<file path="src/pkg/dccl_defines.svh">
/*
  Constants of the compensating-filter coefficient loader: control addresses,
  page values, field positions and reset values.
  Assumes it is included by bare name before any use of the macros.
*/
`ifndef DCCL_DEFINES_SVH
`define DCCL_DEFINES_SVH

// ============================================================
// Control addresses
`define DCCL_ADDR_W          6
`define DCCL_DATA_W          16
`define DCCL_OFS_MODE        6'h00
`define DCCL_OFS_GAIN        6'h01
`define DCCL_OFS_PAGE        6'h21
`define DCCL_WIN_LAST        6'h1F

// ============================================================
// Page-select values
`define DCCL_PG_LO0          16'h0480
`define DCCL_PG_LO1          16'h04A0
`define DCCL_PG_HI0          16'h04C0
`define DCCL_PG_HI1          16'h04E0
`define DCCL_PG_CTRL         16'h0500

// ============================================================
// Coefficient memories
`define DCCL_COEF_W          18
`define DCCL_LO_W            2
`define DCCL_RAM_DEPTH       32
`define DCCL_RAM_AW          5

// ============================================================
// Mode register fields
`define DCCL_MODE_CDMA_BIT   15
`define DCCL_MODE_RDBK_BIT   14
`define DCCL_MODE_TAPS_MSB   4
`define DCCL_MODE_TAPS_LSB   0

// ============================================================
// Gain register fields
`define DCCL_GAIN_SHP_MSB    15
`define DCCL_GAIN_SHP_LSB    12
`define DCCL_GAIN_CFIR_BIT   8

// ============================================================
// Reset values
`define DCCL_RST_PAGE        16'h0000
`define DCCL_RST_MODE        16'h0000
`define DCCL_RST_GAIN        16'h0000

`endif

</file>
<file path="src/pkg/dccl_pkg.sv">
/*
  Types of the compensating-filter coefficient loader.
  Assumes dccl_defines.svh is on the include path.
*/
`include "dccl_defines.svh"

package dccl_pkg;
  // ============================================================
  // Decoded page selection, one-hot
  typedef enum logic [5:0] {
    DCCL_PG_NONE = 6'h01,
    DCCL_PG_LO_A = 6'h02,
    DCCL_PG_LO_B = 6'h04,
    DCCL_PG_HI_A = 6'h08,
    DCCL_PG_HI_B = 6'h10,
    DCCL_PG_CTL  = 6'h20
  } dccl_page_t;

  typedef logic [`DCCL_COEF_W-1:0] dccl_coef_t;
endpackage : dccl_pkg

</file>
<file path="src/pkg/dccl_coef_if.sv">
/*
  Carrier between the loader top and one coefficient memory.
  Assumes a single clock shared by both ends.
*/
`timescale 1ns/1ps
`default_nettype none

`include "dccl_defines.svh"

interface dccl_coef_if;
  logic                       wr_lo;
  logic                       wr_hi;
  logic [`DCCL_RAM_AW-1:0]    waddr;
  logic [`DCCL_DATA_W-1:0]    wdata;
  logic [`DCCL_RAM_AW-1:0]    haddr;
  dccl_pkg::dccl_coef_t       hdata;
  logic [`DCCL_RAM_AW-1:0]    taddr;
  dccl_pkg::dccl_coef_t       tdata;

  modport ctl (output wr_lo, wr_hi, waddr, wdata, haddr, taddr, input hdata, tdata);
  modport ram (input wr_lo, wr_hi, waddr, wdata, haddr, taddr, output hdata, tdata);
endinterface : dccl_coef_if

`default_nettype wire

</file>
<file path="src/logic/dccl_coef_ram.sv">
/*
  One 32-word by 18-bit coefficient memory with separate writes of the
  two low bits and the sixteen high bits, and two asynchronous read ports.
  Assumes the writer never addresses beyond 31.
*/
`timescale 1ns/1ps
`default_nettype none

`include "dccl_defines.svh"

module dccl_coef_ram (
  // Clock
  input  wire logic i_clk_sys,
  // Memory side
  dccl_coef_if.ram  bus
);
  dccl_pkg::dccl_coef_t mem_q [`DCCL_RAM_DEPTH];

  // ============================================================
  // Part writes; the other part of the word is kept
  always_ff @(posedge i_clk_sys) begin
    if (bus.wr_lo) begin
      mem_q[bus.waddr][`DCCL_LO_W-1:0] <= bus.wdata[`DCCL_LO_W-1:0];
    end
    if (bus.wr_hi) begin
      mem_q[bus.waddr][`DCCL_COEF_W-1:`DCCL_LO_W] <= bus.wdata;
    end
  end

  // ============================================================
  // Read ports for host debug and for the filter
  assign bus.hdata = mem_q[bus.haddr];
  assign bus.tdata = mem_q[bus.taddr];
endmodule : dccl_coef_ram

`default_nettype wire

</file>
<file path="src/logic/dccl_top.sv">
/*
  Coefficient loader and control registers of one downconverter channel's
  compensating decimation filter, reached through the paged control port.
  Assumes a host on the 6-bit address, 16-bit data port synchronous to
  i_clk_sys; the filter arithmetic sits outside and reads taps here.
*/
// Notes on behaviour
// - Page 0x0480 maps low two bits of memory one onto addresses 0x00-0x1F.
// - Page 0x04A0 maps low two bits of memory two (taps 32-63) there.
// - Page 0x04C0 maps high sixteen bits of memory one there.
// - Page 0x04E0 maps high sixteen bits of memory two there.
// - Page 0x0500 maps the filter control registers onto the control space.
// - Control address 0x00 holds filter mode: CDMA enable and tap counts.
// - Control address 0x01 holds the gain shift settings of both filters.
// - Active compensating taps equal twice the five-bit tap field.
// - Gain bit clear scales by 2^-19, set scales by 2^-18.
// - With read-back set, host can read both coefficient memories.
// - With read-back set, the sample path halts; debug use only.
// - Eighteen-bit coefficients live in two memories of 32 words.
// - In CDMA mode one coefficient set serves both A and B channels.
`timescale 1ns/1ps
`default_nettype none

`include "dccl_defines.svh"

module dccl_top (
  // Clock and reset
  input  wire logic                       i_clk_sys,
  input  wire logic                       i_rst,
  // Control port
  input  wire logic [`DCCL_ADDR_W-1:0]    i_addr,
  input  wire logic [`DCCL_DATA_W-1:0]    i_wdata,
  input  wire logic                       i_wr_stb,
  input  wire logic                       i_rd_stb,
  output logic      [`DCCL_DATA_W-1:0]    o_rdata,
  output logic                            o_rd_valid,
  // Filter tap fetch
  input  wire logic [`DCCL_RAM_AW:0]      i_tap_addr,
  output logic      [`DCCL_COEF_W-1:0]    o_tap_coef,
  // Filter configuration
  output logic                            o_cdma_mode,
  output logic      [`DCCL_RAM_AW+1:0]    o_cfir_taps,
  output logic                            o_cfir_gain_sel,
  output logic      [3:0]                 o_shaping_gain,
  output logic                            o_path_run
);
  dccl_coef_if bank_a ();
  dccl_coef_if bank_b ();

  logic [`DCCL_DATA_W-1:0] page_q, page_d;
  logic [`DCCL_DATA_W-1:0] mode_q, mode_d;
  logic [`DCCL_DATA_W-1:0] gain_q, gain_d;
  logic [`DCCL_DATA_W-1:0] rdata_q, rdata_d;
  logic                    rvalid_q, rvalid_d;
  dccl_pkg::dccl_coef_t    tap_q, tap_d;
  dccl_pkg::dccl_page_t    page_sel;
  logic                    in_win;
  logic                    rdbk;

  // ============================================================
  // Memories
  dccl_coef_ram u_ram_a (
    .i_clk_sys (i_clk_sys),
    .bus       (bank_a)
  );

  dccl_coef_ram u_ram_b (
    .i_clk_sys (i_clk_sys),
    .bus       (bank_b)
  );

  // ============================================================
  // Page decode from the held page register
  always_comb begin
    case (page_q)
      `DCCL_PG_LO0: page_sel = dccl_pkg::DCCL_PG_LO_A;
      `DCCL_PG_LO1: page_sel = dccl_pkg::DCCL_PG_LO_B;
      `DCCL_PG_HI0: page_sel = dccl_pkg::DCCL_PG_HI_A;
      `DCCL_PG_HI1: page_sel = dccl_pkg::DCCL_PG_HI_B;
      `DCCL_PG_CTRL: page_sel = dccl_pkg::DCCL_PG_CTL;
      default: page_sel = dccl_pkg::DCCL_PG_NONE;
    endcase
  end

  assign in_win = (i_addr <= `DCCL_WIN_LAST);
  assign rdbk   = mode_q[`DCCL_MODE_RDBK_BIT];

  // ============================================================
  // Memory write strobes and addresses
  always_comb begin
    bank_a.waddr = i_addr[`DCCL_RAM_AW-1:0];
    bank_b.waddr = i_addr[`DCCL_RAM_AW-1:0];
    bank_a.wdata = i_wdata;
    bank_b.wdata = i_wdata;
    bank_a.wr_lo = i_wr_stb && in_win && (page_sel == dccl_pkg::DCCL_PG_LO_A);
    bank_b.wr_lo = i_wr_stb && in_win && (page_sel == dccl_pkg::DCCL_PG_LO_B);
    bank_a.wr_hi = i_wr_stb && in_win && (page_sel == dccl_pkg::DCCL_PG_HI_A);
    bank_b.wr_hi = i_wr_stb && in_win && (page_sel == dccl_pkg::DCCL_PG_HI_B);
    bank_a.haddr = i_addr[`DCCL_RAM_AW-1:0];
    bank_b.haddr = i_addr[`DCCL_RAM_AW-1:0];
    bank_a.taddr = i_tap_addr[`DCCL_RAM_AW-1:0];
    bank_b.taddr = i_tap_addr[`DCCL_RAM_AW-1:0];
  end

  // ============================================================
  // Register writes
  always_comb begin
    page_d = page_q;
    mode_d = mode_q;
    gain_d = gain_q;
    if (i_wr_stb) begin
      if (i_addr == `DCCL_OFS_PAGE) begin
        page_d = i_wdata;
      end else if (page_sel == dccl_pkg::DCCL_PG_CTL) begin
        if (i_addr == `DCCL_OFS_MODE) begin
          mode_d = i_wdata;
        end else if (i_addr == `DCCL_OFS_GAIN) begin
          gain_d = i_wdata;
        end
      end
    end
  end

  // ============================================================
  // Host read data, one cycle after the strobe
  always_comb begin
    rvalid_d = i_rd_stb;
    rdata_d  = rdata_q;
    if (i_rd_stb) begin
      rdata_d = '0;
      if (i_addr == `DCCL_OFS_PAGE) begin
        rdata_d = page_q;
      end else if (in_win) begin
        case (page_sel)
          dccl_pkg::DCCL_PG_CTL: begin
            if (i_addr == `DCCL_OFS_MODE) begin
              rdata_d = mode_q;
            end else if (i_addr == `DCCL_OFS_GAIN) begin
              rdata_d = gain_q;
            end
          end
          dccl_pkg::DCCL_PG_LO_A: begin
            if (rdbk) begin
              rdata_d = {14'h0000, bank_a.hdata[`DCCL_LO_W-1:0]};
            end
          end
          dccl_pkg::DCCL_PG_LO_B: begin
            if (rdbk) begin
              rdata_d = {14'h0000, bank_b.hdata[`DCCL_LO_W-1:0]};
            end
          end
          dccl_pkg::DCCL_PG_HI_A: begin
            if (rdbk) begin
              rdata_d = bank_a.hdata[`DCCL_COEF_W-1:`DCCL_LO_W];
            end
          end
          dccl_pkg::DCCL_PG_HI_B: begin
            if (rdbk) begin
              rdata_d = bank_b.hdata[`DCCL_COEF_W-1:`DCCL_LO_W];
            end
          end
          default: rdata_d = '0;
        endcase
      end
    end
  end

  // ============================================================
  // Tap fetch for the filter; frozen while read-back halts the path
  always_comb begin
    tap_d = tap_q;
    if (!rdbk) begin
      tap_d = i_tap_addr[`DCCL_RAM_AW] ? bank_b.tdata : bank_a.tdata;
    end
  end

  // ============================================================
  // State registers
  always_ff @(posedge i_clk_sys or posedge i_rst) begin
    if (i_rst) begin
      page_q   <= `DCCL_RST_PAGE;
      mode_q   <= `DCCL_RST_MODE;
      gain_q   <= `DCCL_RST_GAIN;
      rdata_q  <= '0;
      rvalid_q <= 1'b0;
      tap_q    <= '0;
    end else begin
      page_q   <= page_d;
      mode_q   <= mode_d;
      gain_q   <= gain_d;
      rdata_q  <= rdata_d;
      rvalid_q <= rvalid_d;
      tap_q    <= tap_d;
    end
  end

  // ============================================================
  // Outputs
  assign o_rdata         = rdata_q;
  assign o_rd_valid      = rvalid_q;
  assign o_tap_coef      = tap_q;
  assign o_cdma_mode     = mode_q[`DCCL_MODE_CDMA_BIT];
  assign o_cfir_taps     = {1'b0, mode_q[`DCCL_MODE_TAPS_MSB:`DCCL_MODE_TAPS_LSB], 1'b0};
  assign o_cfir_gain_sel = gain_q[`DCCL_GAIN_CFIR_BIT];
  assign o_shaping_gain  = gain_q[`DCCL_GAIN_SHP_MSB:`DCCL_GAIN_SHP_LSB];
  assign o_path_run      = !rdbk;
endmodule : dccl_top

`default_nettype wire

</file>
<file path="config.mk">
export PLATFORM = sky130hd
export DESIGN_NAME = dccl_top
export DESIGN_NICKNAME = d
export VERILOG_FILES = /design/src/pkg/dccl_pkg.sv /design/src/pkg/dccl_coef_if.sv /design/src/logic/dccl_coef_ram.sv /design/src/logic/dccl_top.sv
export VERILOG_INCLUDE_DIRS = /design/src /design/src/pkg
export SDC_FILE = /design/constraint.sdc
export NUM_CORES = 2
export LEC_CHECK = 0
export BUFFER_PORTS_ARGS = -buffer_cell sky130_fd_sc_hd__buf_2
export CAP_MARGIN = 0
export CORE_AREA = 4 4 422 424
export DETAILED_ROUTE_END_ITERATION = 7
export DIE_AREA = 0 0 426 428
export SKIP_LAST_GASP = 1
export SYNTH_ARGS = -nofsm -noshare
export SYNTH_HDL_FRONTEND = slang
export SYNTH_SLANG_ARGS = --single-unit
</file>
<file path="constraint.sdc">
create_clock -name i_clk_sys -period 6.4 [get_ports i_clk_sys]
set_input_delay 1.92 -clock i_clk_sys [delete_from_list [all_inputs] [get_ports i_clk_sys]]
set_output_delay 1.92 -clock i_clk_sys [all_outputs]
set_load 0.01 [all_outputs]
</file>
==> summary.md <==
| Metric | Value |
|---|---|
| Status | finished, final reports clean |
| First-pass GRT wire length | approximately 270,000 µm |
| Number of global-route vias before repair | between 30,000 and 40,000 |
| Final hold violation count | 0 |
| DRC | 0 |
| Post-Syn Instances | between 3,000 and 4,000 |
| CP Max Fanout | 39 |
| Area Overhead vs Synth | 14.28% |
| Simple-gate share of the synthesized area | 0.03334 |
| Worst slack at placement | around 1.1 ns |
| RSZ-0062 raised after global routing | false |
| Maximum vdd drop | ~0.00021 V |
| CP Cell Sequence | buf_8, buf_12, buf_12, buf_4, mux4_2, mux2i_1, o22ai_1, a211oi_1, o21ai_0, o21a_1 |
| Clk pwr share | 0.423 |
| Crit-path slowest cell | a211oi_1 |
| Hpwl dp | about 120,000 µm |
| Flop pwr share | 0.501 |
| Die width | 426 µm |
| Tmin final | ~4.6 ns |
| Logic pwr share | 0.076 |
| Post-CTS sizing | 0 |
| Vias post-DR | roughly 35,000 |
| WL/cell | around 34 µm |
| Largest family of logic cells by synthesized area | multiplexers |
| Final setup TNS | 0 ns |
| Initial core utilization | 0.3286 |
| Endpoints failing setup | 0 |
| Via-to-Cell Ratio | 6.042 |
| Pwr Total | roughly 18 mW |
| Post-synthesis adder-cell area fraction | 0 |
| Final instance area | between 60,000 and 70,000 µm² |
| Clock Latency Late Sink | roughly 0.75 ns |
| Worst Skew | 0.02663 ns |
| Reg clk slew, reported paths | 0.06 ns |
| Relative slew slack | 0.1062 |
| Synth Area in XOR/XNOR | 0 |
| Global Route Usage Sum | 0.2072 |
| CP Data Required Time | 7.04 ns |
| CTS tree | built |
| CP most frequent cell | buf_12 |
| Max cap viols | 0 |
| Placer Congestion | about 0.90 |
| Sw Share | 0.2292 |
| Setup CP Type | primary input to flip-flop |
| First-pass iteration count of the detailed router | 6 |
| Initial DRC Count | approximately 5,500 |
| Non-Filler Instances | ~5,700 |
| Die Y | ~430 µm |
| Most used DFF post-synth | edfxtp_1 |
| Clock Sink Count | 1,235 |
| Worst Slack Setup Final | 1.788 ns |
| Area after DPL | slightly above 60,000 µm² |
| Routed Antenna Nets | 0 |
| CP endpoint kind | flip-flop |
| Crit path largest cell delay | 0.74 ns |
| Power Density | about 270 nW/µm² |
| Gr ovfl total | 0 |
| Input/output buffers | 78 |
| Seq/Total Area, Yosys | 0.6420 |
| Post-synth EDFFs | about 1,200 |
| Post-synthesis cell type count | 61 |
| TritonCTS buffer count | 134 |
| Share of cells above drive strength 1 | 0.3032 |
| Core area | roughly 170,000 µm² |
| Ys async rst share | 0.06721 |
| H-tree depth | 4 |
| Crit share post-route | 0.7206 |
| Initial antenna violation count | 15 |
| Leakage power | about 22 nW |
| Seq cells post-synth | approximately 1,200 |
| Largest net degree at the start of global routing | 100 |
| Slew @ Worst Pin | 1.341 ns |
| Post-CTS Setup Bufs | 0 |
| Worst Path Arrival | between 5 and 6 ns |
| Bufs on Longest Clock Path | 3 |
| Hold buffer count at CTS | 0 |
| Root Buffer | clkbuf_16 |
| # IOs | 81 |
| Nets@finish | approximately 3,300 |
| Row count | ~150 |
| Compound-cell area share of the yosys netlist | 0.04756 |
| Avg Synthesized Cell Area | roughly 18 µm² |
| Peak Freq | ~220 MHz |
| # placed instances | about 5,500 |
| Post-Route WL | a little under 200,000 µm |
| Mapped Area | between 50,000 and 60,000 µm² |
| Psw | 4.077 mW |
| Internal | between 10 and 15 mW |
| Final Max Slew Viols | 0 |
| Yosys warns | 0 |
| Die area | 182,300 µm² |
| HP Class | flip-flop to flip-flop |
| Mux cell area share after synthesis | 0.2563 |
| Fill count | roughly 16,000 |
| CP Launch Type | primary input |
==> flip-flops by register name (all words and copies together) (netlist names) <==
signal         flops
u_ram_a.mem_q    576
u_ram_b.mem_q    576
o_tap_coef        18
gain_q            16
mode_q            16
o_rdata           16
page_q            16
o_rd_valid         1
==> cell usage after synthesis (4+ instances only) <==
cell	number	share of area
edfxtp_1	1152	0.61
mux4_2	448	0.18
mux2i_1	393	0.069
o22ai_1	186	0.020
nor2_1	143	0.0094
clkbuf_1	122	0.0080
buf_2	89	0.0078
nand2_1	87	0.0057
dfrtp_1	83	0.036
a22oi_1	82	0.011
nor4_1	43	0.0047
a21oi_1	37	0.0032
o21ai_0	36	0.0032
mux2_2	28	0.0055
buf_1	26	0.0017
mux2_4	20	0.0053
o21a_1	20	0.0026
buf_4	18	0.0024
nand3_1	15	0.0013
a211oi_1	13	0.0017
a31oi_1	9	0.00099
and3_1	9	0.00099
a221oi_1	8	0.0012
nand4_1	8	0.00088
nor2b_1	8	0.00088
nand4bb_1	7	0.0014
o221ai_1	7	0.0011
a221o_1	6	0.0011
nand4b_1	5	0.00077
nor3_1	4	0.00035
==> layout by cell type (no fill, tap or decap), drive strengths merged, types with 4 or more instances in the layout <==
cell type	n
a211oi	13
a21oi	37
a221o	6
a221oi	8
a22oi	82
a31oi	9
and3	9
buf	252
bufinv	7
clkbuf	182
clkinv	38
clkinvlp	6
dfrtp	83
edfxtp	1152
inv	7
mux2	48
mux2i	393
mux4	448
nand2	88
nand3	15
nand3b	4
nand4	8
nand4b	5
nand4bb	7
nor2	143
nor2b	8
nor3	8
nor3b	5
nor4	45
o21a	20
o21ai	36
o221ai	7
o22ai	186
or4b	5
==> critical path: cells and delay by family <==
kind | cells | cell delay, ns
buf+inv | 4 | 1.22
compound gates | 4 | 1.24
mux | 2 | 0.71
==> logic make-up after synthesis <==
kind of cell,Yosys count
flops,1235
mux,889
compound gates,413
simple gates,369
buf+inv,261
other cells,1
==> path summary, 6_finish.rpt <==
kind | start | endpoint | slack [ns] | cells past startpoint
max | i_tap_addr[0] | o_tap_coef[12] | 1.79 | 10
min | o_tap_coef[1] | o_tap_coef[1] | 0.48 | 1
max reg2reg | page_q[1] | u_ram_a.mem_q[7][2] | 2.39 | 6
min reg2reg | o_tap_coef[1] | o_tap_coef[1] | 0.48 | 1
max in group asynchronous | i_rst | o_tap_coef[0] | 3.94 | 3
min in group asynchronous | i_rst | gain_q[14] | 1.24 | 2
==> layout make-up <==
class                   count  area [µm²]  share of cell area
repair buffers            252        1959             0.03002
clock buffers             182        3690             0.05653
clock inverters            55       525.5            0.008051
flip-flops and latches   1235       36670              0.5618
diodes                      3       7.507           0.0001150
well taps                2325        2909             0.04457
multi-input cells        1673       19500              0.2987
inverters                   3       13.76           0.0002109
==> metal layers <==
| layer | vias to the layer above | track usage | part of all wire |
|---|---|---|---|
| met4 | 8 | 0.09271 | 0.049 |
| li1 | 13630 | - | - |
| met2 | 2094 | 0.3299 | 0.48 |
| met3 | 461 | 0.03915 | 0.092 |
| met5 | - | 0.001852 | 0.00043 |
| met1 | 18410 | 0.2762 | 0.38 |
==> through the flow <==
step / hold WS, ns / util
3_5_place_dp: 0.4667 / 0.3512
4_1_cts: 0.4799 / 0.3755
5_1_grt: 0.4953 / 0.3755
3_3_place_gp: 0.4623 / 0.3512
2_1_floorplan: 0.4730 / -
6_report: 0.4777 / 0.3755
==> power by group through the flow <==
stage | sequential, mW | combinational (mW) | clock, mW
finish | 8.92 | 1.35 | 7.52
global route | 8.92 | 1.41 | 7.95
CTS | 8.92 | 1.34 | 7.62
detailed placement | 9.09 | 1.34 | 0
global placement | 9.09 | 1.33 | 0
floorplan | 9.06 | 0.781 | 0
Power figures use the tool's default switching activity.
